===== config.mk =====
export PLATFORM = sky130hd
export DESIGN_NAME = sdrc_top
export DESIGN_NICKNAME = d
export VERILOG_FILES = /design/src/design/sdrc_pkg.sv /design/src/design/sdrc_sync.sv /design/src/design/sdrc_top.sv
export VERILOG_INCLUDE_DIRS = /design/src /design/src/design
export SDC_FILE = /design/constraint.sdc
export NUM_CORES = 1
export LEC_CHECK = 0
export BUFFER_PORTS_ARGS = -buffer_cell sky130_fd_sc_hd__buf_2
export CAP_MARGIN = 20
export CELL_PAD_IN_SITES_DETAIL_PLACEMENT = 0
export CELL_PAD_IN_SITES_GLOBAL_PLACEMENT = 2
export CORE_MARGIN = 1
export CORE_UTILIZATION = 32
export CTS_CLUSTER_SIZE = 25
export DETAILED_ROUTE_END_ITERATION = 10
export GPL_ROUTABILITY_DRIVEN = 1
export PLACE_DENSITY_LB_ADDON = 0.1
export SYNTH_ARGS = -nofsm -noshare
export SYNTH_HDL_FRONTEND = slang
export SYNTH_HIERARCHICAL = 1
export SYNTH_SLANG_ARGS = --single-unit

===== constraint.sdc =====
create_clock -name i_mclk -period 1.3 [get_ports i_mclk]
set_clock_uncertainty 0.15 [all_clocks]
set_input_delay 0.26 -clock i_mclk [delete_from_list [all_inputs] [get_ports i_mclk]]
set_output_delay 0.26 -clock i_mclk [all_outputs]
set_load 0.005 [all_outputs]

===== src/design/sdrc_consts.svh =====
// Offsets, field positions, reset values for the synthesizer config block
// Assumes inclusion by bare name from design files only
`ifndef SDRC_CONSTS_SVH
`define SDRC_CONSTS_SVH
`define SDRC_OFF_REFOUT     8'h3c
`define SDRC_OFF_FBDIV12    8'h3d
`define SDRC_OFF_FBDIV3     8'h3e
`define SDRC_OFF_OSCBIAS    8'h3f
`define SDRC_OFF_PREEMPH    8'h48
`define SDRC_RST_REFOUT     8'h01
`define SDRC_RST_FBDIV12    8'h00
`define SDRC_RST_FBDIV3     8'h20
`define SDRC_RST_OSCBIAS    8'h4f
`define SDRC_RST_PREEMPH    8'h00
`define SDRC_REFOUT_EN_BIT  0
`define SDRC_DIV2_MSB       3
`define SDRC_DIV2_LSB       2
`define SDRC_DIV1_MSB       1
`define SDRC_DIV1_LSB       0
`define SDRC_DIV3_MSB       5
`define SDRC_PE_MSB         3
`endif


===== src/design/sdrc_pkg.sv =====
// Types shared by the synthesizer configuration block
// Assumes the constants header sits beside it
package sdrc_pkg;
    typedef enum logic [1:0] {
        SDRC_D2_BY1,
        SDRC_D2_BY2,
        SDRC_D2_BY4,
        SDRC_D2_RSVD
    } sdrc_div2_t;
    typedef struct packed {
        logic [7:0] refout;
        logic [7:0] fbdiv12;
        logic [7:0] fbdiv3;
        logic [7:0] oscbias;
        logic [7:0] preemph;
        logic [7:0] rdata;
        logic       refout_drive;
        logic [2:0] div1_ratio;
        logic [2:0] div2_ratio;
        logic [5:0] div3_ratio;
        logic [3:0] lane_pe;
    } sdrc_state_t;
    typedef struct packed {
        logic stage1;
        logic stage2;
    } sdrc_sync_t;
endpackage


===== src/design/sdrc_sync.sv =====
// Two-stage synchroniser for a level arriving from a pin
// Assumes one clock and an asynchronous active-low reset
`timescale 1ns/1ps
module sdrc_sync (
    input  wire logic i_mclk,
    input  wire logic i_rst_n,
    input  wire logic i_async,
    output logic      o_sync
);
    sdrc_pkg::sdrc_sync_t st;
    sdrc_pkg::sdrc_sync_t next_st;

    always_comb begin
        next_st.stage1 = i_async;
        next_st.stage2 = st.stage1;
    end

    always_ff @(posedge i_mclk or negedge i_rst_n) begin
        if (!i_rst_n) begin
            st <= '0;
        end else begin
            st <= next_st;
        end
    end

    assign o_sync = st.stage2;
endmodule


===== src/design/sdrc_top.sv =====
// Synthesizer divider, reference-output and lane pre-emphasis registers
// Assumes a decoded register write/read port on the configuration clock
//
// Summary of operation
// - Reference pins drive only with enable bit set and enable pin high
// - Reference enable bit resets to one so output runs unconfigured
// - Second divider field 3:2 selects divide by 1, 2, 4; 3 reserved
// - First divider field 1:0 selects divide by 5, 4, 3; 3 reserved
// - Third divider field 5:0 divides sampling clock by value, reset 32
// - Four-bit pre-emphasis level applies to all lanes together
`timescale 1ns/1ps
`include "sdrc_consts.svh"
module sdrc_top #(
    parameter int LANES = 8
) (
    input  wire logic                 i_mclk,
    input  wire logic                 i_rst_n,
    input  wire logic                 i_synth_en_pin,
    input  wire logic                 i_reg_wr,
    input  wire logic                 i_reg_rd,
    input  wire logic [7:0]           i_reg_addr,
    input  wire logic [7:0]           i_reg_wdata,
    output logic      [7:0]           o_reg_rdata,
    output logic                      o_reference_clock_out_en,
    output logic      [2:0]           o_div1_ratio,
    output logic      [2:0]           o_div2_ratio,
    output logic      [5:0]           o_div3_ratio,
    output logic      [6:0]           o_oscillator_bias_field,
    output logic      [LANES*4-1:0]   o_lane_preemphasis_level
);
    // ==========================================================
    // Parameter check
    if (LANES < 1 || LANES > 8) begin : g_bad_lanes
        $error("LANES out of range");
    end

    // ==========================================================
    // Decoding
    function automatic logic [2:0] div1_decode(input logic [1:0] c);
        unique case (c)
            2'h0: div1_decode = 3'h5;
            2'h1: div1_decode = 3'h4;
            2'h2: div1_decode = 3'h3;
            2'h3: div1_decode = 3'h0;
        endcase
    endfunction

    function automatic logic [2:0] div2_decode(input logic [1:0] c);
        unique case (sdrc_pkg::sdrc_div2_t'(c))
            sdrc_pkg::SDRC_D2_BY1:  div2_decode = 3'h1;
            sdrc_pkg::SDRC_D2_BY2:  div2_decode = 3'h2;
            sdrc_pkg::SDRC_D2_BY4:  div2_decode = 3'h4;
            sdrc_pkg::SDRC_D2_RSVD: div2_decode = 3'h0;
        endcase
    endfunction

    // ==========================================================
    // Pin synchroniser
    logic en_pin_s;
    sdrc_sync u_sync (
        .i_mclk  (i_mclk),
        .i_rst_n (i_rst_n),
        .i_async (i_synth_en_pin),
        .o_sync  (en_pin_s)
    );

    // ==========================================================
    // State
    sdrc_pkg::sdrc_state_t st;
    sdrc_pkg::sdrc_state_t next_st;

    always_comb begin
        next_st = st;
        if (i_reg_wr) begin
            unique case (i_reg_addr)
                `SDRC_OFF_REFOUT:  next_st.refout  = i_reg_wdata;
                `SDRC_OFF_FBDIV12: next_st.fbdiv12 = i_reg_wdata;
                `SDRC_OFF_FBDIV3:  next_st.fbdiv3  = i_reg_wdata;
                `SDRC_OFF_OSCBIAS: next_st.oscbias = i_reg_wdata;
                `SDRC_OFF_PREEMPH: next_st.preemph = i_reg_wdata;
                default: ;
            endcase
        end
        if (i_reg_rd) begin
            unique case (i_reg_addr)
                `SDRC_OFF_REFOUT:  next_st.rdata = st.refout;
                `SDRC_OFF_FBDIV12: next_st.rdata = st.fbdiv12;
                `SDRC_OFF_FBDIV3:  next_st.rdata = st.fbdiv3;
                `SDRC_OFF_OSCBIAS: next_st.rdata = st.oscbias;
                `SDRC_OFF_PREEMPH: next_st.rdata = st.preemph;
                default:           next_st.rdata = 8'h00;
            endcase
        end
        next_st.refout_drive = st.refout[`SDRC_REFOUT_EN_BIT]
                               & en_pin_s;
        next_st.div1_ratio = div1_decode(
            st.fbdiv12[`SDRC_DIV1_MSB:`SDRC_DIV1_LSB]);
        next_st.div2_ratio = div2_decode(
            st.fbdiv12[`SDRC_DIV2_MSB:`SDRC_DIV2_LSB]);
        next_st.div3_ratio = st.fbdiv3[`SDRC_DIV3_MSB:0];
        next_st.lane_pe = st.preemph[`SDRC_PE_MSB:0];
    end

    always_ff @(posedge i_mclk or negedge i_rst_n) begin
        if (!i_rst_n) begin
            st.refout       <= `SDRC_RST_REFOUT;
            st.fbdiv12      <= `SDRC_RST_FBDIV12;
            st.fbdiv3       <= `SDRC_RST_FBDIV3;
            st.oscbias      <= `SDRC_RST_OSCBIAS;
            st.preemph      <= `SDRC_RST_PREEMPH;
            st.rdata        <= 8'h00;
            st.refout_drive <= 1'b0;
            st.div1_ratio   <= 3'h5;
            st.div2_ratio   <= 3'h1;
            st.div3_ratio   <= 6'h20;
            st.lane_pe      <= 4'h0;
        end else begin
            st <= next_st;
        end
    end

    // ==========================================================
    // Outputs
    assign o_reg_rdata              = st.rdata;
    assign o_reference_clock_out_en = st.refout_drive;
    assign o_div1_ratio             = st.div1_ratio;
    assign o_div2_ratio             = st.div2_ratio;
    assign o_div3_ratio             = st.div3_ratio;
    assign o_oscillator_bias_field  = st.oscbias[6:0];

    genvar g;
    generate
        for (g = 0; g < LANES; g++) begin : g_lane
            assign o_lane_preemphasis_level[g*4 +: 4] = st.lane_pe;
        end
    endgenerate
endmodule


# Word level (Yosys, flattened, before mapping)
# Index checks and enable logic that the tools add are counted.
dict set report totals {
  output_inout_bits 60
  word_cells 35
  regBits 67
  inputBits 21
}
dict set report classes {
  eq_ne 11
  n_bitwise 1
  n_mux 3
  reduce_logical 7
}
# cell n
set ops {}
lappend ops {{$pmux W8 S5} 1}
lappend ops {{$eq A8 B6 Y1 const B} 4}
lappend ops {{$pmux W3 S4} 2}
lappend ops {{$reduce_and A2 Y1} 5}
lappend ops {{$eq A2 B2 Y1 const B} 4}
lappend ops {{$eq A8 B7 Y1 const B} 1}
lappend ops {{$eq A2 B1 Y1 const B} 2}
lappend ops {{$logic_not A2 Y1} 2}
lappend ops {{$and A1 B1 Y1} 1}

# Depth between registers and ports, before layout
dict set report depth {
  word_depth 2
  mapped_depth 4
  depth_no_buf 3
}

# By module
# Netlist, hierarchy kept.
# mod seq_area_each_um2 instances cells_each area_per_inst_um2
set modules_own_cells {}
lappend modules_own_cells {sdrc_top 1640.3 1 212 3080.5}
lappend modules_own_cells {sdrc_sync 50.0 1 2 50.0}

# Least setup slack after synthesis
# OpenSTA, ideal clock, no wires.
dict set report synth_timing {
  path_kind {input-to-reg}
  start {input i_reg_addr[6]}
  end {register st, in the netlist next_st[4]}
  slack_ns -0.335
  setup_ns 0.125
  n_path_buf 0
  stages 3
  t_required_ns 1.025
  arrival_time_ns 1.361
  path_cell_list {nand4b_4 > nor4b_4 > mux2_2}
}
dict set report synth_via {
  elab_chain_len 2
}
# item line_no
set synth_rtl {}
lappend synth_rtl {{from (decl)} sdrc_top.sv:21} ;# input wire logic [7:0] i_reg_addr,
lappend synth_rtl {{$eq A8 B6 Y1} sdrc_top.sv:75} ;# unique case (i_reg_addr)
lappend synth_rtl {{$reduce_and A2 Y1 (no source line)} --}
lappend synth_rtl {{to (signal assigned)} sdrc_top.sv:118} ;# st <= next_st;
lappend synth_rtl {{to (decl)} sdrc_top.sv:69} ;# sdrc_pkg::sdrc_state_t st;
# No other way between the ends.
# A chain may end at the register's enable or synchronous reset.

# Worst setup path after layout
dict set report layout_timing {
  start {register st, in the netlist o_oscillator_bias_field[0]}
  end {output o_oscillator_bias_field[0]}
}
# item line_no
set layout_lines {}
lappend layout_lines {{to (decl)} sdrc_top.sv:28} ;# output logic [6:0] o_oscillator_bias_field,
# No word-level cell between the ends.

==> out/metrics.csv <==
stage,metric,value,unit
status,status,finished with violations,
status,failed_checks,setup timing,
critical_path,arrival,1.08,ns
global_route,grt-ovfl-total,0,
placement,place_hpwl,4823,um
timing,rsz0062_at_grt,yes,
logic_synthesis,synth_compound_area_share,2.558,%
timing,setup_viol,82,
cts,clk_pin_slew,0.08,ns
placement,place_congestion,0.7047,
floorplanning,row_count,35,
logic_synthesis,ys.flop_type,dfrtp_1,
min_path,hold_class,in2reg,
logic_synthesis,synth_top_family_by_area,multiplexers,
timing,fin_ws,-0.1867,ns
placement,placement.cell_area,3721,um2
floorplanning,die_height,100.9,um
logic_synthesis,synth_area_per_cell,14.63,um2
global_route,antenna_found_initial,0,
timing,max_freq,0.6726,GHz
drt,initialDrtViolationCount,20,
drt,antenna_left,0,
final_layout,fillers,894,
logic_synthesis,synthSimpleGateAreaFrac,7.874,%
critical_path,critPathMaxFanout,2,
logic_synthesis,synthArstFlopShare,100.0,%
timing,timing_hold_violations_final,0,
logic_synthesis,synth_nets,235,
logic_synthesis,synthCells,214,
power,power.leakage,2.202,nW
final_layout,drive_gt1_share,73.95,%
cts,clkLatencyLatePin,0.34,ns
cts,cts_sinks,67,
final_layout,diodes,0,
critical_path,setup.worst_path.start_class,flop,
floorplanning,die_area,10180,um2
timing,max-slew-margin-rel,75.46,%
power,irDropWorstVdd,0.0004743,V
logic_synthesis,synth_edf_count,0,
critical_path,cp_slowest_stage_delay,0.56,ns
logic_synthesis,yosysSeqAreaShare,54.00,%
floorplanning,start_util,33.40,%
cts,clock-root-buffer,clkbuf_8,
drt,dr.pass1.iters,4,
critical_path,crit_path_frequent_cell,buf_6,
drt,routedWlPerCell,15.87,um
logic_synthesis,ys_ff_latch,67,
logic_synthesis,yosys.area_share.adder,0,%
final_layout,final_util,46.18,%
power,p_per_area,1007,nW/um2
cts,cts_buffers,9,
floorplanning,core_area,9371,um2
global_route,grt_pass1_vias,2008,
final_layout,area_growth,38.25,%
critical_path,crit_required,0.89,ns
flow_run,maxCapViolations,0,
final_layout,design_area,4328,um2
placement,portBuffers,80,
drt,wirelength,6984,um
drt,vias,1889,
timing,setup_tns,-6.436,ns
timing,post-route-period-util,114.4,%
final_layout,final_common_cell,dfrtp_1,
drt,vias_per_cell,4.293,
critical_path,cp-end-kind,primary output,
global_route,grt_max_degree,68,
critical_path,worst_path_max_delay_cell,dfstp_2,
global_route,gr-usage-all-layers,14.65,%
timing,drv_slew,0,
critical_path,cp_cell_sequence,buf_6 -> buf_6,
global_route,grt_pass1_wl,10830,um
final_layout,layout_common_cells,"dfrtp_1, buf_2, buf_6",
power,p_total,0.004357,W
timing,min_period,1.487,ns
logic_synthesis,yosys_warnings,6,
cts,cts.htree.levels,3,
critical_path,crit_type,reg2out,
timing,tightest_slew,0.3680,ns
cts,cts_max_path_buffers,2,
logic_synthesis,synth_xor_area_share,0,%
logic_synthesis,netlist_area,3131,um2
final_layout,nets,327,
logic_synthesis,ys_types,23,
logic_synthesis,synthMuxAreaShare,20.14,%
floorplanning,die_w,100.9,um
floorplanning,io_pins,81,
cts,cts_tree,done,
drt,drc,0,
cells in the mapped netlist (2+ instances only):
| cell type | instances | share of area (%) |
|---|---|---|
| buf_4 | 59 | 14 |
| dfrtp_1 | 56 | 45 |
| mux2_2 | 40 | 14 |
| dfstp_2 | 11 | 9.2 |
| nor2b_1 | 10 | 2.0 |
| a221o_1 | 8 | 2.6 |
| mux4_2 | 8 | 5.8 |
| inv_1 | 3 | 0.36 |
| nor2_1 | 3 | 0.36 |
| nor4_4 | 2 | 1.4 |
| nor4b_1 | 2 | 0.56 |
timing repair:
action	CTS	global route
endpoints found under the setup margin	79	87
gates resized for setup	40	35
hold endpoints to repair	57	0
pin swaps	2	2
hold buffers	2	0
setup buffers	6	6
flip-flops by register name, summed over array words and instances (netlist names), 3 cells and up:
signal,cells
st,23
next_st,10
o_lane_preemphasis_level,4
o_div1_ratio,3
o_div3_ratio,6
o_reg_rdata,8
o_div2_ratio,3
o_oscillator_bias_field,7
path summary, 6_finish.rpt:
kind,cells past startpoint,slack [ns],endpoint,from
min in group asynchronous,3,0.30,st[64],i_rst_n
worst min register to register,0,0.20,u_sync/o_sync,u_sync/next_st[0]
max in group asynchronous,3,0.34,o_oscillator_bias_field[3],i_rst_n
worst max-delay path,2,-0.19,o_oscillator_bias_field[0],o_oscillator_bias_field[0]
worst max register to register,2,-0.15,o_reg_rdata[0],st[49]
worst min-delay path,2,0.07,next_st[8],i_reg_wdata[4]
report_power, final:
group | total [W] | switching [W] | internal [W]
Combinational | 0.000552 | 0.000213 | 0.000339
Clock | 0.00156 | 0.000861 | 0.000701
Sequential | 0.00224 | 0.0000577 | 0.00219
Total | 0.00436 | 0.00113 | 0.00323
critical path: cells and delay by family, from the launching register on:
family	cells	cell delay [ns]
flops	1	0.56
buf+inv	2	0.18
cell type report:
class,count,area (um2),share of cell area [%]
clock buffers,9,123.9,2.862
clock inverters,7,52.55,1.214
inverters,3,11.26,0.2602
multi-input cells,82,1115,25.76
flip-flops and latches,67,1695,39.17
well taps,129,161.4,3.729
repair buffers,143,1169,27.00
stage by stage:
| stage | hold WS, ns | std cells | worst slack, ns |
|---|---|---|---|
| final | 0.07289 | 440 | -0.1867 |
| after global routing | 0.06221 | 440 | -0.2290 |
| after CTS | 0.05490 | 436 | -0.2140 |
| after detailed placement | 0.1615 | 412 | -0.5066 |
| after global placement | 0.1626 | 412 | -0.5119 |
| after floorplan | -0.1856 | 214 | -0.3335 |
cell families (layout without fill, tap and decap cells):
group,after synthesis,in the layout
AND/OR/NAND/NOR,26,26
multiplexers,48,48
flip-flops,67,67
AO/OA/AOI/OAI,8,8
buffers and inverters,65,162
routing by layer:
layer  up-vias  part of all wire (%)  global-route usage, %
met5         -                     0                      0
met4         0                   1.3                  6.020
met3        12                   3.3                  2.843
met2        62                    51                  24.55
met1       936                    45                  18.55
li1        879                     -                      -
Power figures use the tool's default switching activity.
